[src/hw/cgu_pkg.sv]
// cgu_pkg: constants and types for the clock generation unit
// assumes: single 40 MHz system clock, all inputs synchronous to it
package cgu_pkg;
  // oscillator source selection, fixed by flash configuration
  typedef enum logic [2:0] {
    CGU_SRC_XTAL_LOW = 3'b000,
    CGU_SRC_XTAL_MED = 3'b001,
    CGU_SRC_XTAL_HIGH = 3'b010,
    CGU_SRC_RC = 3'b011,
    CGU_SRC_WDOG = 3'b100,
    CGU_SRC_EXT = 3'b111
  } cgu_src_e;

  typedef enum logic [0:0] {
    CGU_PH_FIRST = 1'b0,
    CGU_PH_SECOND = 1'b1
  } cgu_phase_e;

  typedef struct packed {
    cgu_src_e src;
    logic rc_doubler;
    logic reset_pin_en;
  } cgu_cfg_s;

  typedef struct packed {
    logic rtc;
    logic capture;
    logic watchdog;
    logic timer1;
    logic timer0;
  } cgu_freeze_s;

  // extended register space, reached by data-pointer moves
  localparam logic [15:0] FREEZE_ADDR = 16'hffd0;
  localparam logic [7:0] FREEZE_RESET = 8'h00;
  localparam int FREEZE_RTC_BIT = 4;
  localparam int FREEZE_CCU_BIT = 3;
  localparam int FREEZE_WDT_BIT = 2;
  localparam int FREEZE_T1_BIT = 1;
  localparam int FREEZE_T0_BIT = 0;
  localparam int FREEZE_WIDTH = 5;

  // trim register bit layout
  localparam int TRIM_RC_BIT = 7;
  localparam int TRIM_CLKOUT_BIT = 6;
  localparam int TRIM_WIDTH = 6;
  localparam logic [5:0] TRIM_FACTORY = 6'h20;
  // aux control one bit for low power access
  localparam int AUX_LP_BIT = 7;

  localparam int DIV_MAX = 510;
  localparam int DIV_WIDTH = 8;
  localparam int MC_CPU_CLK = 2;

  // frequencies in kHz
  localparam int RC_NOM_KHZ = 7373;
  localparam int RC_DBL_KHZ = 14746;
  localparam int WDOG_KHZ = 400;
  localparam int XTAL_MIN_KHZ = 20;
  localparam int XTAL_LOW_MED_KHZ = 100;
  localparam int XTAL_MED_HIGH_KHZ = 4000;
  localparam int XTAL_MAX_KHZ = 18000;
  localparam int EXT_MIN_KHZ = 0;
  localparam int EXT_MAX_KHZ = 18000;
  localparam int RESET_PIN_KHZ = 12000;
  localparam int LP_MAX_KHZ = 8000;
endpackage

[src/hw/cgu_top.sv]
// cgu_top: oscillator select, cpu clock divider, peripheral clock and freeze
// assumes: oscillator ticks arrive as one-cycle enables at 40 MHz sampling;
// sfr port from the core is synchronous; xdata port serves extended sfrs
// Operation
// - a machine cycle is two cpu clock periods; instructions take one or two.
// - peripheral clock runs at exactly half the cpu clock.
// - oscillator clock comes from exactly one of four configured sources.
// - crystal source has low, medium, high bands from 20 kHz to 18 MHz.
// - rc oscillator runs at 7.373 MHz, or 14.746 MHz with the doubler set.
// - a 6-bit trim field is loaded with a factory value and is rewritable.
// - clock out drives only if enabled, crystal unused and rtc not on crystal.
// - clock out runs at half the cpu clock.
// - low power access clears on any reset; software sets it at 8 MHz or less.
// - watchdog oscillator supplies 400 kHz when selected.
// - external clock enters on the crystal input; the output pin is port or clock.
// - extended registers sit in xdata space, reached by data-pointer moves.
// - cpu clock is oscillator clock divided by up to 510, changeable any time.
// - trim reloads only on power-on reset, not on other resets.
`timescale 1ns/1ps
module cgu_top #(
  parameter logic [5:0] TRIM_DEFAULT = cgu_pkg::TRIM_FACTORY
) (
  input wire logic clock,
  input wire logic resetn,
  input wire logic por_n,
  input wire cgu_pkg::cgu_cfg_s cfg,
  input wire logic xtal_tick,
  input wire logic ext_tick,
  input wire logic rc_tick,
  input wire logic wdog_tick,
  input wire logic rtc_on_xtal,
  input wire logic port_out,
  input wire logic sfr_trim_we,
  input wire logic sfr_aux_we,
  input wire logic sfr_div_we,
  input wire logic [7:0] sfr_wdata,
  input wire logic [15:0] xdata_addr,
  input wire logic xdata_wr,
  input wire logic xdata_rd,
  input wire logic [7:0] xdata_wdata,
  output logic [7:0] xdata_rdata,
  output logic xdata_hit,
  output logic [7:0] trim_rdata,
  output logic [7:0] aux_rdata,
  output logic [7:0] div_rdata,
  output logic osc_clk_a,
  output logic rc_clk_b,
  output logic cpu_clk,
  output logic machine_cycle,
  output logic periph_clk,
  output cgu_pkg::cgu_freeze_s periph_en,
  output logic crystal_out_pin,
  output logic crystal_out_oe,
  output logic low_power_access,
  output logic [5:0] rc_trim
);
  logic [5:0] trim_q;
  logic clkout_enable_q;
  logic rc_sel_q;
  logic low_power_access_q;
  logic [7:0] div_q;
  logic [8:0] cnt_q;
  logic cpu_tick_q;
  cgu_pkg::cgu_phase_e phase_q;
  logic pclk_q;
  logic [4:0] freeze_q;
  logic rc_half_q;

  // doubler off: rc source delivers every other tick
  wire rc_eff = cfg.rc_doubler ? rc_tick : (rc_tick & rc_half_q);
  wire osc_tick = (cfg.src == cgu_pkg::CGU_SRC_RC) ? rc_eff :
                  (cfg.src == cgu_pkg::CGU_SRC_WDOG) ? wdog_tick :
                  (cfg.src == cgu_pkg::CGU_SRC_EXT) ? ext_tick :
                  xtal_tick;
  wire xtal_used = (cfg.src == cgu_pkg::CGU_SRC_XTAL_LOW) |
                   (cfg.src == cgu_pkg::CGU_SRC_XTAL_MED) |
                   (cfg.src == cgu_pkg::CGU_SRC_XTAL_HIGH);
  // divide by 2*div, div 0 means undivided; reaches 510 at div 255
  wire [8:0] div_lim = (div_q == 8'h00) ? 9'h000 : {div_q, 1'b0} - 9'h001;
  wire cnt_wrap = osc_tick & (cnt_q >= div_lim);
  wire freeze_hit = (xdata_addr == cgu_pkg::FREEZE_ADDR);

  always_ff @(posedge clock or negedge por_n) begin
    if (!por_n) begin
      trim_q <= TRIM_DEFAULT;
    end else if (sfr_trim_we) begin
      trim_q <= sfr_wdata[cgu_pkg::TRIM_WIDTH-1:0];
    end
  end

  always_ff @(posedge clock or negedge resetn) begin
    if (!resetn) begin
      clkout_enable_q <= 1'b0;
      rc_sel_q <= 1'b0;
      low_power_access_q <= 1'b0;
      div_q <= 8'h00;
      freeze_q <= 5'h00;
    end else begin
      if (sfr_trim_we) begin
        clkout_enable_q <= sfr_wdata[cgu_pkg::TRIM_CLKOUT_BIT];
        rc_sel_q <= sfr_wdata[cgu_pkg::TRIM_RC_BIT];
      end
      if (sfr_aux_we) begin
        low_power_access_q <= sfr_wdata[cgu_pkg::AUX_LP_BIT];
      end
      if (sfr_div_we) begin
        div_q <= sfr_wdata;
      end
      if (xdata_wr && freeze_hit) begin
        freeze_q <= xdata_wdata[cgu_pkg::FREEZE_WIDTH-1:0];
      end
    end
  end

  // divider keeps counting across writes, so no glitch on change
  always_ff @(posedge clock or negedge resetn) begin
    if (!resetn) begin
      cnt_q <= 9'h000;
      cpu_tick_q <= 1'b0;
      phase_q <= cgu_pkg::CGU_PH_FIRST;
      pclk_q <= 1'b0;
      rc_half_q <= 1'b0;
      osc_clk_a <= 1'b0;
    end else begin
      osc_clk_a <= osc_tick;
      if (rc_tick) begin
        rc_half_q <= ~rc_half_q;
      end
      cnt_q <= cnt_wrap ? 9'h000 : (osc_tick ? cnt_q + 9'h001 : cnt_q);
      cpu_tick_q <= cnt_wrap;
      if (cpu_tick_q) begin
        case (phase_q)
          cgu_pkg::CGU_PH_FIRST: phase_q <= cgu_pkg::CGU_PH_SECOND;
          cgu_pkg::CGU_PH_SECOND: phase_q <= cgu_pkg::CGU_PH_FIRST;
          default: phase_q <= cgu_pkg::CGU_PH_FIRST;
        endcase
        pclk_q <= ~pclk_q;
      end
    end
  end

  assign rc_clk_b = rc_eff;
  assign cpu_clk = cpu_tick_q;
  assign machine_cycle = cpu_tick_q & (phase_q == cgu_pkg::CGU_PH_SECOND);
  assign periph_clk = cpu_tick_q & pclk_q;
  assign periph_en.rtc = periph_clk & ~freeze_q[cgu_pkg::FREEZE_RTC_BIT];
  assign periph_en.capture = periph_clk & ~freeze_q[cgu_pkg::FREEZE_CCU_BIT];
  assign periph_en.watchdog = periph_clk & ~freeze_q[cgu_pkg::FREEZE_WDT_BIT];
  assign periph_en.timer1 = periph_clk & ~freeze_q[cgu_pkg::FREEZE_T1_BIT];
  assign periph_en.timer0 = periph_clk & ~freeze_q[cgu_pkg::FREEZE_T0_BIT];
  // level toggling per cpu tick gives half the cpu rate
  wire clkout_on = clkout_enable_q & ~xtal_used & ~rtc_on_xtal;
  assign crystal_out_pin = clkout_on ? pclk_q : port_out;
  assign crystal_out_oe = clkout_on | (cfg.src == cgu_pkg::CGU_SRC_EXT) |
                          (cfg.src == cgu_pkg::CGU_SRC_RC) |
                          (cfg.src == cgu_pkg::CGU_SRC_WDOG);
  assign low_power_access = low_power_access_q;
  assign rc_trim = trim_q;
  assign trim_rdata = {rc_sel_q, clkout_enable_q, trim_q};
  assign aux_rdata = {low_power_access_q, 7'h00};
  assign div_rdata = div_q;
  assign xdata_hit = freeze_hit & (xdata_rd | xdata_wr);
  assign xdata_rdata = (freeze_hit && xdata_rd) ? {3'h0, freeze_q} : 8'h00;

  property p_freeze_stops;
    @(posedge clock) disable iff (!resetn)
      freeze_q[cgu_pkg::FREEZE_T0_BIT] |-> !periph_en.timer0;
  endproperty
  a_freeze_stops: assert property (p_freeze_stops) else $error("frozen timer0 clocked");

  // what the previous cpu tick carried; reset to 1 so the first tick is a plain one
  logic pclk_seen_q;
  logic mc_seen_q;
  always_ff @(posedge clock or negedge resetn) begin
    if (!resetn) begin
      pclk_seen_q <= 1'b1;
      mc_seen_q <= 1'b1;
    end else if (cpu_tick_q) begin
      pclk_seen_q <= periph_clk;
      mc_seen_q <= machine_cycle;
    end
  end

  property p_pclk_half;
    @(posedge clock) disable iff (!resetn)
      cpu_tick_q |-> periph_clk != pclk_seen_q;
  endproperty
  a_pclk_half: assert property (p_pclk_half) else $error("periph clock not cpu/2");

  property p_mc_two;
    @(posedge clock) disable iff (!resetn)
      cpu_tick_q |-> machine_cycle != mc_seen_q;
  endproperty
  a_mc_two: assert property (p_mc_two) else $error("machine cycle misplaced");

  property p_clkout_gate;
    @(posedge clock) disable iff (!resetn)
      (xtal_used || rtc_on_xtal || !clkout_enable_q) |-> crystal_out_pin == port_out;
  endproperty
  a_clkout_gate: assert property (p_clkout_gate) else $error("clock out while gated");

  property p_div_one;
    @(posedge clock) disable iff (!resetn)
      (div_q == 8'h00 && osc_tick && $stable(div_q)) |=> cpu_tick_q;
  endproperty
  a_div_one: assert property (p_div_one) else $error("undivided tick lost");

  property p_lp_write;
    @(posedge clock) disable iff (!resetn)
      sfr_aux_we |=> low_power_access == $past(sfr_wdata[7]);
  endproperty
  a_lp_write: assert property (p_lp_write) else $error("low power bit not written");

  property p_trim_write;
    @(posedge clock) disable iff (!por_n)
      sfr_trim_we |=> rc_trim == $past(sfr_wdata[5:0]);
  endproperty
  a_trim_write: assert property (p_trim_write) else $error("trim not written");

  property p_src_rc;
    @(posedge clock) disable iff (!resetn)
      (cfg.src == cgu_pkg::CGU_SRC_RC && cfg.rc_doubler) |-> osc_tick == rc_tick;
  endproperty
  a_src_rc: assert property (p_src_rc) else $error("rc source misselected");
endmodule

[config.mk]
export PLATFORM = sky130hd
export DESIGN_NAME = cgu_top
export DESIGN_NICKNAME = d
export VERILOG_FILES = /design/src/hw/cgu_pkg.sv /design/src/hw/cgu_top.sv
export SDC_FILE = /design/constraint.sdc
export NUM_CORES = 1
export LEC_CHECK = 0
export ABC_CLOCK_PERIOD_IN_PS = 2470
export BUFFER_PORTS_ARGS = -buffer_cell sky130_fd_sc_hd__buf_2
export CAP_MARGIN = 25
export CORE_ASPECT_RATIO = 0.9
export CORE_MARGIN = 4
export CORE_UTILIZATION = 40
export DETAILED_ROUTE_END_ITERATION = 10
export PLACE_DENSITY = 0.69
export SLEW_MARGIN = 5
export SYNTH_ARGS = -nofsm -noshare
export SYNTH_HDL_FRONTEND = slang
export SYNTH_SLANG_ARGS = --single-unit
[constraint.sdc]
create_clock -name clock -period 2.47 [get_ports clock]
set_clock_uncertainty 0.2 [all_clocks]
set_input_delay 0.3705 -clock clock [delete_from_list [all_inputs] [get_ports clock]]
set_output_delay 0.3705 -clock clock [all_outputs]
set_load 0.03 [all_outputs]
==> metrics.csv <==
metric,value,unit
P&R area growth vs syn,41.6,%
final setup vio count,10,
"Clk Latency, worst-skew pair",290,ps
gpl congestion,0.793,
Core Rows,25,
leak pwr,0.00162,µW
met3 Use GR,4.41,%
initial antenna violation count,0,
cells after synthesis,216,
number of nets in the layout,384,
library cells used by synthesis,42,
R2R Path Start,div_rdata[0]$_DFFE_PN0P_,
DP HPWL,3910,µm
total gr overflow,0,
ratio of cells with drive above 1 in the final layout,55.6,%
"Worst Setup Slack, final",-222,ps
"FFs w/ async S/R, synth",100,%
main flop type after synthesis,dfrtp_1,
crit end category,register,
failing checks,setup timing,
1st-pass router iterations,4,
Power Density,645,nW/µm²
Worst Reg2Reg Path Length in Cells,12,
met2 Track Usage GR,26.7,%
WL final,5070,µm
Highest Clock Rate,372,MHz
DR iter-0 viols,35,
gr usage total,15.5,%
most frequent cells in the layout,"buf_2, dfrtp_1, nand2_1, buf_4, mux2_2",
Die Wd,86.0,µm
pin count of the biggest net entering global routing,31,
die height,78.2,µm
via density per instance,4.86,
Worst Hold Launch,rc_tick,
Hold Crit Depth,2,
cell area after synthesis,2190,µm²
cell mode on critical path,ha_4,
wire per inst,13.0,µm
Final Hold Slack,68.0,ps
number of synthesized flops with an enable pin,0,
"Req. time, crit path",2480,ps
CTS Buf Count,5,
clock slew at reported path FFs,80,ps
I/O pins,103,
"Slowest-stage cell, CP",dfrtp_2,
Antenna Nets Post-Route,0,
unrepaired setup endpoints after global routing,yes,
H-tree levels,2,
Sink Count,36,
worst path cell trace,"inv_2, ha_4, nand2b_4, nor4_4, xor2_1, nand2_1, ha_4, nand4_1, nor2_1, a211o_1, or4_1, o211ai_1",
DIE AREA,6720,µm²
via count,1889,
Fillers,435,
status,"complete, but fails checks",
"most common cell after layout, fill and taps aside",buf_2,
slowest cell delay on critical path,440,ps
DP Worst Slack,-302,ps
peak supply drop,0.418,mV
period utilisation layout,109,%
final-report hold violation count,0,
Hold WC Path Type,in2reg,
reg2reg end,cnt_q[5]$_DFFE_PN0P_,
path type of the worst setup path,reg2reg,
met1 Track Usage GR,18.3,%
number of global-route vias before repair,1893,
starting density of the core,41.4,%
antenna cells,0,
busiest grt layer,met2,
setup_tns,-1760,ps
TritonCTS clock tree,done,
register bit total from synthesis,36,
sequential fraction of the synthesis area,41.2,%
Avg Inst Size Synth,10.1,µm²
crit-path max FO,4,
max_slew headroom,55.8,%
reg2reg setup slack,-220,ps
Longest Clk Path Bufs,2,
yosys warns,0,
port bufs,88,
Slew @ Worst Pin,662,ps
first-pass GRT wire length,8350,µm
drt drc,0,
Crit path arrival time,2700,ps
CTS root buffer,clkbuf_8,
Worst setup SP type,register,
max-slew violation count,0,
Hold Path End,rc_half_q$_DFFE_PN0P_,
# Max-Cap Violations,0,
Final min period,2690,ps
Core Area,5290,µm²
[critical path: cells and delay by family (launching register included)]
family,cells,cell delay (ps)
adder cells (fa/ha/maj),2,380
AO/OA/AOI/OAI,2,450
XOR/XNOR,1,170
flip-flops,1,440
AND/OR/NAND/NOR,6,880
buffers and inverters,1,100
[worst max path at each step]
stage                                         from              endpoint  slack (ps)  cells after the start
final                     div_rdata[0]$_DFFE_PN0P_  cnt_q[5]$_DFFE_PN0P_        -220                     12
after global routing      div_rdata[3]$_DFFE_PN0P_  cnt_q[5]$_DFFE_PN0P_        -390                     11
after CTS                 div_rdata[0]$_DFFE_PN0P_  cnt_q[5]$_DFFE_PN0P_        -280                     12
after detailed placement  div_rdata[0]$_DFFE_PN0P_  cnt_q[0]$_DFFE_PN0P_        -300                     12
after global placement    div_rdata[0]$_DFFE_PN0P_  cnt_q[0]$_DFFE_PN0P_        -250                     12
after floorplan           div_rdata[1]$_DFFE_PN0P_  cnt_q[5]$_DFFE_PN0P_        -190                     12
[where the power goes]
part	switching [µW]	internal, µW	leakage [µW]
sequential	122	689	0.000440
combinational	410	334	0.00113
clock	216	228	0.0000516
total	748	1250	0.00162
[per-stage QoR]
stage | std cells | area (µm²) | power, µW | util (%)
finish | 389 | 3100 | 2000 | 58.6
global route | 389 | 3100 | 2130 | 58.6
CTS | 389 | 3000 | 1940 | 56.7
detailed placement | 372 | 2770 | 1440 | 52.3
global placement | 372 | 2770 | 1420 | 52.3
floorplan | 225 | 2290 | 1250 | -
[sequential cells by signal, summed over array words and instances (netlist names), 5 cells and up]
register	cells
rc_trim	6
cnt_q	9
freeze_q	5
div_rdata	8
[cell families after synthesis]
group,after synthesis,synth area share [%]
AO/OA/AOI/OAI,31,9.26
other,1,0.171
adder cells (fa/ha/maj),12,6.86
multiplexers,21,11.7
flip-flops,36,41.2
XOR/XNOR,10,4.00
AND/OR/NAND/NOR,74,18.2
buffers and inverters,31,8.63
[Yosys cell counts, types with 2 or more instances]
cell type,instances,area share [%]
dfrtp_1,35,40
nand2_1,23,3.9
buf_4,19,6.5
mux2_2,16,8.2
nor2_1,15,2.6
ha_1,12,6.9
o21ai_0,12,2.7
inv_1,7,1.2
xor2_1,7,2.8
a22o_1,6,2.4
a21oi_1,5,1.1
and3_2,5,1.7
mux2_4,5,3.4
nor3_1,5,1.1
clkbuf_1,4,0.69
nand3_1,4,0.91
nand4_1,4,1.1
xnor2_1,3,1.2
and2_1,2,0.57
and3_1,2,0.57
nand2b_1,2,0.57
nor2b_1,2,0.57
nor4_1,2,0.57
[area by class of cell]
| type | instances | area [µm²] | area share, % |
|---|---|---|---|
| clock buffers | 6 | 82.6 | 2.66 |
| multi-input cells | 158 | 1340 | 43.2 |
| well taps | 67 | 83.8 | 2.70 |
| flip-flops and latches | 36 | 907 | 29.3 |
| repair buffers | 113 | 648 | 20.9 |
| clock inverters | 2 | 13.8 | 0.444 |
| inverters | 7 | 26.3 | 0.848 |
[metal layers]
metal	routed length [µm]	vias up	share of wire (%)
li1	-	942	-
met1	2160	884	43
met2	2540	56	50
met3	319	7	6.3
met4	57	0	1.1
met5	0	-	0
[repair_timing]
action                                  4_1_cts  5_1_grt
endpoints found under the hold margin        36        0
pin swaps                                    15       20
endpoints found under the setup margin       10       10
gates resized for setup                      16       21
buffers inserted                              7        2
hold buffers                                  2        0
Note: power is estimated with default switching activity, not from simulation.
